## src/common/asa_pkg.sv

```systemverilog
package asa_pkg;

    // Host clock
    localparam int CLK_PERIOD_NS = 100;

    // Least time in ns to whole clock cycles, never below one
    function automatic int cyc_min(input int ns);
        int c;
        c = (ns + CLK_PERIOD_NS - 1) / CLK_PERIOD_NS;
        return (c < 1) ? 1 : c;
    endfunction

    // Memory timing figures
    localparam int POWERUP_WAIT_US = 100;
    localparam int READ_ACCESS_NS = 10;
    localparam int OUT_DRV_ACCESS_NS = 5;
    localparam int OUT_RELEASE_NS = 5;
    localparam int WRITE_PULSE_NS = 7;
    localparam int WRITE_DATA_SETUP_NS = 6;
    localparam int WRITE_TO_HIGHZ_DELAY_NS = 5;
    localparam int CYCLE_TIME_NS = 10;
    localparam int DESELECT_TO_RETENTION_NS = 0;

    // Derived cycle counts
    localparam int POWERUP_WAIT_CYCLES = cyc_min(POWERUP_WAIT_US * 1000);
    localparam int RD_ACCESS_CYCLES = cyc_min(READ_ACCESS_NS > OUT_DRV_ACCESS_NS ?
        READ_ACCESS_NS : OUT_DRV_ACCESS_NS);
    localparam int WR_PULSE_CYCLES = cyc_min(WRITE_PULSE_NS > WRITE_DATA_SETUP_NS ?
        WRITE_PULSE_NS : WRITE_DATA_SETUP_NS);
    localparam int GAP_CYCLES = cyc_min(CYCLE_TIME_NS > OUT_RELEASE_NS ?
        CYCLE_TIME_NS : OUT_RELEASE_NS);
    localparam int RETAIN_CYCLES = cyc_min(DESELECT_TO_RETENTION_NS);

    // Pin input synchroniser depth
    localparam int SYNC_STAGES = 3;
    localparam int RD_WAIT_CYCLES = RD_ACCESS_CYCLES + SYNC_STAGES;

    localparam int CNT_W = $clog2(POWERUP_WAIT_CYCLES + 1);

    // Widths
    localparam int ADDR_W = 17;
    localparam int DATA_W = 8;

    typedef enum logic [8:0] {
        ST_POWERUP = 9'h001,
        ST_IDLE = 9'h002,
        ST_WR_SETUP = 9'h004,
        ST_WR_PULSE = 9'h008,
        ST_WR_END = 9'h010,
        ST_RD_WAIT = 9'h020,
        ST_GAP = 9'h040,
        ST_RETAIN = 9'h080,
        ST_RET_EXIT = 9'h100
    } asa_state_t;

endpackage

```

## src/common/asa_sync_if.sv

```systemverilog
`timescale 1ns/1ps
interface asa_sync_if #(parameter int W = 8) ();
    logic [W-1:0] raw;
    logic [W-1:0] settled;
    logic agree;
    modport filter (input raw, output settled, output agree);
    modport user (output raw, input settled, input agree);
endinterface

```

## src/verilog/asa_pin_sync.sv

```systemverilog
`timescale 1ns/1ps
module asa_pin_sync #(
    parameter int W = 8
) (
    input wire logic clk_in,
    input wire logic reset_in,
    asa_sync_if.filter port
);

    logic [W-1:0] eq;
    logic agree;
    logic next_agree;

    // Three stages per bit; a change counts once stages two and three agree
    for (genvar i = 0; i < W; i++) begin : g_bit
        logic s1;
        logic s2;
        logic s3;
        logic held;
        logic next_held;

        always_comb begin
            next_held = held;
            if (s2 == s3) begin
                next_held = s3;
            end
        end

        always_ff @(posedge clk_in or posedge reset_in) begin
            if (reset_in) begin
                s1 <= 1'b0;
                s2 <= 1'b0;
                s3 <= 1'b0;
                held <= 1'b0;
            end else begin
                s1 <= port.raw[i];
                s2 <= s1;
                s3 <= s2;
                held <= next_held;
            end
        end

        assign eq[i] = (s2 == s3);
        assign port.settled[i] = held;
    end

    always_comb begin
        next_agree = &eq;
    end

    always_ff @(posedge clk_in or posedge reset_in) begin
        if (reset_in) begin
            agree <= 1'b0;
        end else begin
            agree <= next_agree;
        end
    end

    assign port.agree = agree;
endmodule

```

## src/verilog/asa_host.sv

```systemverilog
`timescale 1ns/1ps
// Behaviour
// - No access until supply has been steady 100 us after power-up.
// - Address stable at least 7 ns before the write-ending edge.
// - Address may change at write end, stable by write start.
// - Write data stable at least 6 ns before the write-ending edge.
// - Write data may be removed at the write-ending edge.
// - Write data timed against whichever strobe ends the write.
// - Strobe-controlled write with output drive low lasts float plus setup.
// - Host never drives data pins while the memory drives them.
// - Address valid no later than select falling on a read.
// - Write strobe held high for the whole of every read.
// - Deselect the chip before the supply drops to retention.
module asa_host #(
    parameter int ADDR_W = asa_pkg::ADDR_W,
    parameter int DATA_W = asa_pkg::DATA_W
) (
    input wire logic clk_in,
    input wire logic reset_in,
    input wire logic req_valid_in,
    input wire logic req_write_in,
    input wire logic [ADDR_W-1:0] req_addr_in,
    input wire logic [DATA_W-1:0] req_wdata_in,
    output logic req_ready_out,
    output logic [DATA_W-1:0] rdata_out,
    output logic rdata_valid_out,
    input wire logic retention_req_in,
    output logic retention_ok_out,
    output logic [ADDR_W-1:0] address_pins_out,
    output logic chip_sel_n_out,
    output logic wr_strobe_n_out,
    output logic out_drv_n_out,
    input wire logic [DATA_W-1:0] data_pins_in,
    output logic [DATA_W-1:0] data_pins_out,
    output logic data_pins_oe_out
);

    localparam int CW = asa_pkg::CNT_W;
    localparam int RD_LO = 5;
    localparam int RD_HI = 40;

    asa_pkg::asa_state_t state;
    asa_pkg::asa_state_t next_state;
    logic [CW-1:0] cnt;
    logic [CW-1:0] next_cnt;
    logic [ADDR_W-1:0] addr;
    logic [ADDR_W-1:0] next_addr;
    logic [DATA_W-1:0] wdata;
    logic [DATA_W-1:0] next_wdata;
    logic cs_n;
    logic next_cs_n;
    logic we_n;
    logic next_we_n;
    logic oe_n;
    logic next_oe_n;
    logic doe;
    logic next_doe;
    logic [DATA_W-1:0] rdata;
    logic [DATA_W-1:0] next_rdata;
    logic rvalid;
    logic next_rvalid;
    logic ret_ok;
    logic next_ret_ok;
    logic take;

    asa_sync_if #(.W(DATA_W)) sync_bus ();

    assign sync_bus.raw = data_pins_in;

    // Read data passes the pin synchroniser before capture
    asa_pin_sync #(.W(DATA_W)) u_sync (
        .clk_in(clk_in),
        .reset_in(reset_in),
        .port(sync_bus.filter)
    );

    // Retention request blocks new cycles so the chip can be deselected
    assign take = (state == asa_pkg::ST_IDLE) && req_valid_in && !retention_req_in;
    assign req_ready_out = (state == asa_pkg::ST_IDLE) && !retention_req_in;

    always_comb begin
        next_state = state;
        next_cnt = cnt;
        next_addr = addr;
        next_wdata = wdata;
        next_cs_n = cs_n;
        next_we_n = we_n;
        next_oe_n = oe_n;
        next_doe = doe;
        next_rdata = rdata;
        next_rvalid = 1'b0;
        next_ret_ok = 1'b0;
        case (state)
            asa_pkg::ST_POWERUP: begin
                if (cnt == '0) begin
                    next_state = asa_pkg::ST_IDLE;
                end else begin
                    next_cnt = cnt - CW'(1);
                end
            end
            asa_pkg::ST_IDLE: begin
                if (retention_req_in) begin
                    next_state = asa_pkg::ST_RETAIN;
                    next_cnt = CW'(asa_pkg::RETAIN_CYCLES - 1);
                end else if (take) begin
                    next_addr = req_addr_in;
                    next_cs_n = 1'b0;
                    if (req_write_in) begin
                        next_wdata = req_wdata_in;
                        next_doe = 1'b1;
                        next_oe_n = 1'b1;
                        next_state = asa_pkg::ST_WR_SETUP;
                    end else begin
                        next_oe_n = 1'b0;
                        next_we_n = 1'b1;
                        next_cnt = CW'(asa_pkg::RD_WAIT_CYCLES);
                        next_state = asa_pkg::ST_RD_WAIT;
                    end
                end
            end
            asa_pkg::ST_WR_SETUP: begin
                next_we_n = 1'b0;
                next_cnt = CW'(asa_pkg::WR_PULSE_CYCLES - 1);
                next_state = asa_pkg::ST_WR_PULSE;
            end
            asa_pkg::ST_WR_PULSE: begin
                if (cnt == '0) begin
                    next_we_n = 1'b1;
                    next_state = asa_pkg::ST_WR_END;
                end else begin
                    next_cnt = cnt - CW'(1);
                end
            end
            asa_pkg::ST_WR_END: begin
                // select rises a cycle after the strobe
                next_cs_n = 1'b1;
                // data released after the ending edge
                next_doe = 1'b0;
                next_cnt = CW'(asa_pkg::GAP_CYCLES - 1);
                next_state = asa_pkg::ST_GAP;
            end
            asa_pkg::ST_RD_WAIT: begin
                // waits out access plus synchroniser depth
                if (cnt != '0) begin
                    next_cnt = cnt - CW'(1);
                end else if (sync_bus.agree) begin
                    next_rdata = sync_bus.settled;
                    next_rvalid = 1'b1;
                    next_cs_n = 1'b1;
                    next_oe_n = 1'b1;
                    next_cnt = CW'(asa_pkg::GAP_CYCLES - 1);
                    next_state = asa_pkg::ST_GAP;
                end
            end
            asa_pkg::ST_GAP: begin
                if (cnt == '0) begin
                    next_state = asa_pkg::ST_IDLE;
                end else begin
                    next_cnt = cnt - CW'(1);
                end
            end
            asa_pkg::ST_RETAIN: begin
                if (cnt != '0) begin
                    next_cnt = cnt - CW'(1);
                end else begin
                    next_ret_ok = retention_req_in;
                end
                if (!retention_req_in) begin
                    next_cnt = CW'(asa_pkg::GAP_CYCLES - 1);
                    next_state = asa_pkg::ST_RET_EXIT;
                end
            end
            // Recovery of one cycle time after the supply returns
            asa_pkg::ST_RET_EXIT: begin
                if (cnt == '0) begin
                    next_state = asa_pkg::ST_IDLE;
                end else begin
                    next_cnt = cnt - CW'(1);
                end
            end
            default: begin
                next_state = asa_pkg::ST_IDLE;
                next_cs_n = 1'b1;
                next_we_n = 1'b1;
                next_oe_n = 1'b1;
                next_doe = 1'b0;
            end
        endcase
    end

    always_ff @(posedge clk_in or posedge reset_in) begin
        if (reset_in) begin
            state <= asa_pkg::ST_POWERUP;
            cnt <= CW'(asa_pkg::POWERUP_WAIT_CYCLES - 1);
            addr <= '0;
            wdata <= '0;
            cs_n <= 1'b1;
            we_n <= 1'b1;
            oe_n <= 1'b1;
            doe <= 1'b0;
            rdata <= '0;
            rvalid <= 1'b0;
            ret_ok <= 1'b0;
        end else begin
            state <= next_state;
            cnt <= next_cnt;
            addr <= next_addr;
            wdata <= next_wdata;
            cs_n <= next_cs_n;
            we_n <= next_we_n;
            oe_n <= next_oe_n;
            doe <= next_doe;
            rdata <= next_rdata;
            rvalid <= next_rvalid;
            ret_ok <= next_ret_ok;
        end
    end

    assign address_pins_out = addr;
    assign chip_sel_n_out = cs_n;
    assign wr_strobe_n_out = we_n;
    assign out_drv_n_out = oe_n;
    assign data_pins_out = wdata;
    assign data_pins_oe_out = doe;
    assign rdata_out = rdata;
    assign rdata_valid_out = rvalid;
    assign retention_ok_out = ret_ok;

    // Cycles since reset, saturating; only the checks read it
    logic [CW-1:0] age;
    always_ff @(posedge clk_in or posedge reset_in) begin
        if (reset_in) begin
            age <= '0;
        end else if (age != CW'(asa_pkg::POWERUP_WAIT_CYCLES)) begin
            age <= age + CW'(1);
        end
    end
endmodule

```

## config.mk

```make
export PLATFORM = sky130hd
export DESIGN_NAME = asa_host
export DESIGN_NICKNAME = d
export VERILOG_FILES = /design/src/common/asa_pkg.sv /design/src/common/asa_sync_if.sv /design/src/verilog/asa_pin_sync.sv /design/src/verilog/asa_host.sv
export SDC_FILE = /design/constraint.sdc
export NUM_CORES = 1
export LEC_CHECK = 0
export BUFFER_PORTS_ARGS = -buffer_cell sky130_fd_sc_hd__buf_2
export CAP_MARGIN = 15
export CORE_MARGIN = 4
export CORE_UTILIZATION = 37
export DETAILED_ROUTE_END_ITERATION = 16
export GPL_TIMING_DRIVEN = 0
export PLACE_DENSITY_LB_ADDON = 0.12
export SETUP_SLACK_MARGIN = 0.02
export SYNTH_ARGS = -nofsm -noshare
export SYNTH_HDL_FRONTEND = slang
export SYNTH_HIERARCHICAL = 1
export SYNTH_SLANG_ARGS = --single-unit
```

## constraint.sdc

```tcl
create_clock -name clk_in -period 6.08 [get_ports clk_in]
set_input_delay 1.216 -clock clk_in [delete_from_list [all_inputs] [get_ports clk_in]]
set_output_delay 1.216 -clock clk_in [all_outputs]
set_load 0.01 [all_outputs]
```

==> impl_metrics.py <==
metrics = {
    "status": {
        "outcome": "finished, final reports clean",
    },
    "clock_tree": {
        "cts_buffers": 9,
        "ctsRootBufferMaster": "clkbuf_8",
        "cts_sinks": 91,
        "cts_hold_buf": 0,
        "clk_path_buf_depth": 2,
        "cts.repair.resized": 0,
        "clk_pin_slew_ns": 0.09,
        "cts_tree": "done",
        "htreeDepth": 3,
        "cts_setup_buffers": 0,
        "clock_latency_ns": 0.37,
    },
    "worst_hold_path": {
        "hold_class": "flop to flop",
        "min_to": "u_sync/g_bit[7].s2",
        "min-delay-start": "u_sync/g_bit[7].s1",
        "hold_depth": 0,
    },
    "global_routing": {
        "grt_max_degree": 40,
        "grt_pass1_wl_mm": 14.35,
        "use_met3": 0.03696,
        "antenna_found_initial": 0,
        "grt_busiest_layer": "met2",
        "met1_usage": 0.1917,
        "grt_pass1_vias": 2867,
        "use_met2": 0.2122,
        "grt.total_usage": 0.1428,
        "gr-total-overflow": 0,
    },
    "detailed_routing": {
        "drc": 0,
        "vias": 2706,
        "routed_wl_mm": 8.437,
        "wl_per_cell_um": 15.57,
        "drtIter0Drc": 131,
        "viasPerCell": 4.993,
        "ant_nets": 0,
        "first_pass_iters": 5,
    },
    "floorplan": {
        "dieWidth_um": 111.8,
        "die_area_um2": 12500,
        "io_pins": 78,
        "start_util": 0.3827,
        "die_h_um": 111.8,
        "core_um2": 10420,
        "row_count": 37,
    },
    "flow_run": {
        "maxCapViolCount": 0,
    },
    "timing": {
        "drv_slew": 0,
        "tightest_slew_ns": 0.6784,
        "clock_skew_ns": 0.01204,
        "grt_setup_unrepaired": "no",
        "period_minus_slack_ns": 3.377,
        "finalSetupViolations": 0,
        "finalCritPeriodShare": 0.5554,
        "fin_tns_setup_ns": 0,
        "whs_ns": 0.3530,
        "slew_headroom": 0.5477,
        "clock.fmax_mhz": 296.1,
        "hold_viol": 0,
    },
    "power": {
        "power_density_nw_per_um2": 474.7,
        "p_leak_nw": 2.210,
        "intPower_mw": 1.406,
        "power_frac_comb": 0.442,
        "p_switching_uw": 864.9,
        "seq_power_share": 0.377,
        "vdd_drop_max_uv": 193.2,
        "p_sw_frac": 0.3809,
        "p_clk_frac": 0.181,
    },
    "placed_design": {
        "hpwlAfterDp_mm": 5.992,
        "portBuffers": 77,
        "placed_cells": 526,
        "gp_congestion": 0.8118,
    },
    "finish": {
        "layout_common_cells": "buf_2 (82), dfrtp_1 (79), mux2_2 (37)",
        "layout_commonest_cell": "buf_2",
        "diodes": 0,
        "area_growth_pct": 19.99,
        "drive_gt1_frac": 0.4384,
        "fin_nets": 440,
        "stdcell_count": 542,
    },
    "synth": {
        "yosysTopAreaCell": "dfrtp_1",
        "syn_avg_cell_area_um2": 12.82,
        "synth_top_cells_by_area": "dfrtp_1 (50%), mux2_2 (10%), dfstp_2 (7.9%), o31ai_1 (2.8%), maj3_1 (2.0%)",
        "syn_area_um2": 3986,
        "ys_warn_count": 6,
        "synthFlopType": "dfrtp_1",
        "ys_types": 60,
        "synthCells": 311,
        "synth-async-reset-ratio": 1.000,
        "synth_top_area_share": 0.4959,
        "synth-seq-cells": 91,
        "synthesis.nets": 350,
        "synth_edf_count": 0,
        "synth_seq_area_share": 0.5750,
    },
    "worst_setup_path": {
        "crit_required_ns": 4.86,
        "rrSetupSlack_ns": 3.33,
        "crit_path_max_fanout": 10,
        "crit_type": "flop to output pin",
        "r2r_cells": 6,
        "end_kind": "output pin",
        "cp-start-kind": "flop",
        "arrival_ns": 2.16,
        "r2r-end": "address_pins_out[16]",
        "timing.rr.start": "state[3]",
    },
}
-- layout make-up --
cell class	instances	area [um^2]
sequential	91	2292
inverter	9	33.78
clock inverter	5	62.56
multi-input combinational	189	1510
fill	1017	5633
tap	136	170.2
timing repair buffer	79	432.9
buffer	22	150.1
clock buffer	11	131.4
-- per-stage QoR --
stage	utilization	total power, mW	setup slack [ns]	area [um^2]
2_1_floorplan	-	1.572	3.212	3986
3_3_place_gp	0.4360	1.862	2.538	4542
3_5_place_dp	0.4406	1.872	2.888	4589
4_1_cts	0.4592	2.298	2.650	4783
5_1_grt	0.4592	2.436	2.494	4783
6_report	0.4592	2.271	2.703	4783
-- metal layers --
layer | routed length, um | part of all wire
met5 | 0 | 0
met4 | 268 | 0.032
met3 | 406 | 0.048
met2 | 3764 | 0.45
met1 | 3998 | 0.47
-- cells in the mapped netlist (2+ instances only) --
| cell | instances |
|---|---|
| inv_1 | 9 |
| nand3_1 | 2 |
| o21ai_0 | 8 |
| or3b_2 | 2 |
| a211oi_1 | 2 |
| dfstp_2 | 12 |
| a31oi_1 | 3 |
| or4_1 | 2 |
| nand3b_1 | 3 |
| xor2_1 | 2 |
| buf_6 | 2 |
| nor2_1 | 10 |
| clkbuf_1 | 4 |
| maj3_1 | 8 |
| buf_2 | 5 |
| xnor2_1 | 9 |
| mux2_2 | 37 |
| dfrtp_1 | 79 |
| nor2b_1 | 9 |
| or2_2 | 3 |
| and3_1 | 2 |
| nor3_1 | 9 |
| o21ai_1 | 2 |
| a21oi_1 | 10 |
| nand4_1 | 4 |
| buf_4 | 9 |
| nand2b_1 | 4 |
| a21boi_0 | 2 |
| a21o_1 | 2 |
| nand2_1 | 4 |
| or3_1 | 9 |
| o31ai_1 | 15 |
-- cell families (layout without fill, tap and decap cells) --
logic type,count (synthesis),in the layout,share of synthesized area
flip-flops,91,91,0.5750
AO/OA/AOI/OAI,56,56,0.1036
XOR/XNOR,11,11,0.02417
buffers and inverters,31,126,0.04613
adder cells (fa/ha/maj),9,9,0.02323
multiplexers,37,37,0.1045
AND/OR/NAND/NOR,76,76,0.1234
-- power by group through the flow --
| stage | Sequential (mW) | Combinational [mW] | Clock [mW] |
|---|---|---|---|
| 3_5_place_dp | 0.864 | 1.01 | 0 |
| 6_report | 0.855 | 1.00 | 0.411 |
| 5_1_grt | 0.878 | 1.11 | 0.452 |
| 2_1_floorplan | 0.899 | 0.673 | 0 |
| 4_1_cts | 0.856 | 1.01 | 0.428 |
| 3_3_place_gp | 0.859 | 1.00 | 0 |
-- sequential cells by signal, summed over array words and instances (netlist names) --
name,flops
address_pins_out,17
chip_sel_n_out,1
cnt,10
data_pins_oe_out,1
data_pins_out,8
out_drv_n_out,1
rdata_out,8
rdata_valid_out,1
retention_ok_out,1
state,9
u_sync/g_bit.held,8
u_sync/g_bit.s1,8
u_sync/g_bit.s2,8
u_sync/g_bit.s3,8
u_sync/port.agree,1
wr_strobe_n_out,1
-- worst max-delay path, cell delays in order (launching register included) --
cell,delay (ns)
dfrtp_1,0.39
clkbuf_1,0.22
nor3_1,0.27
nand4_1,0.27
or2_2,0.41
inv_1,0.11
buf_2,0.14
-- worst max path at each step --
stage / end / start / depth (start not counted) / slack [ns]
final: req_ready_out / state[3] / 6 / 2.70
after global routing: req_ready_out / state[3] / 6 / 2.49
after CTS: req_ready_out / state[3] / 6 / 2.65
after detailed placement: address_pins_out[10] / retention_req_in / 5 / 2.89
after global placement: address_pins_out[9] / reset_in / 2 / 2.54
after floorplan: req_ready_out / retention_req_in / 2 / 3.21
No activity file was read; power rests on OpenSTA's default activity.
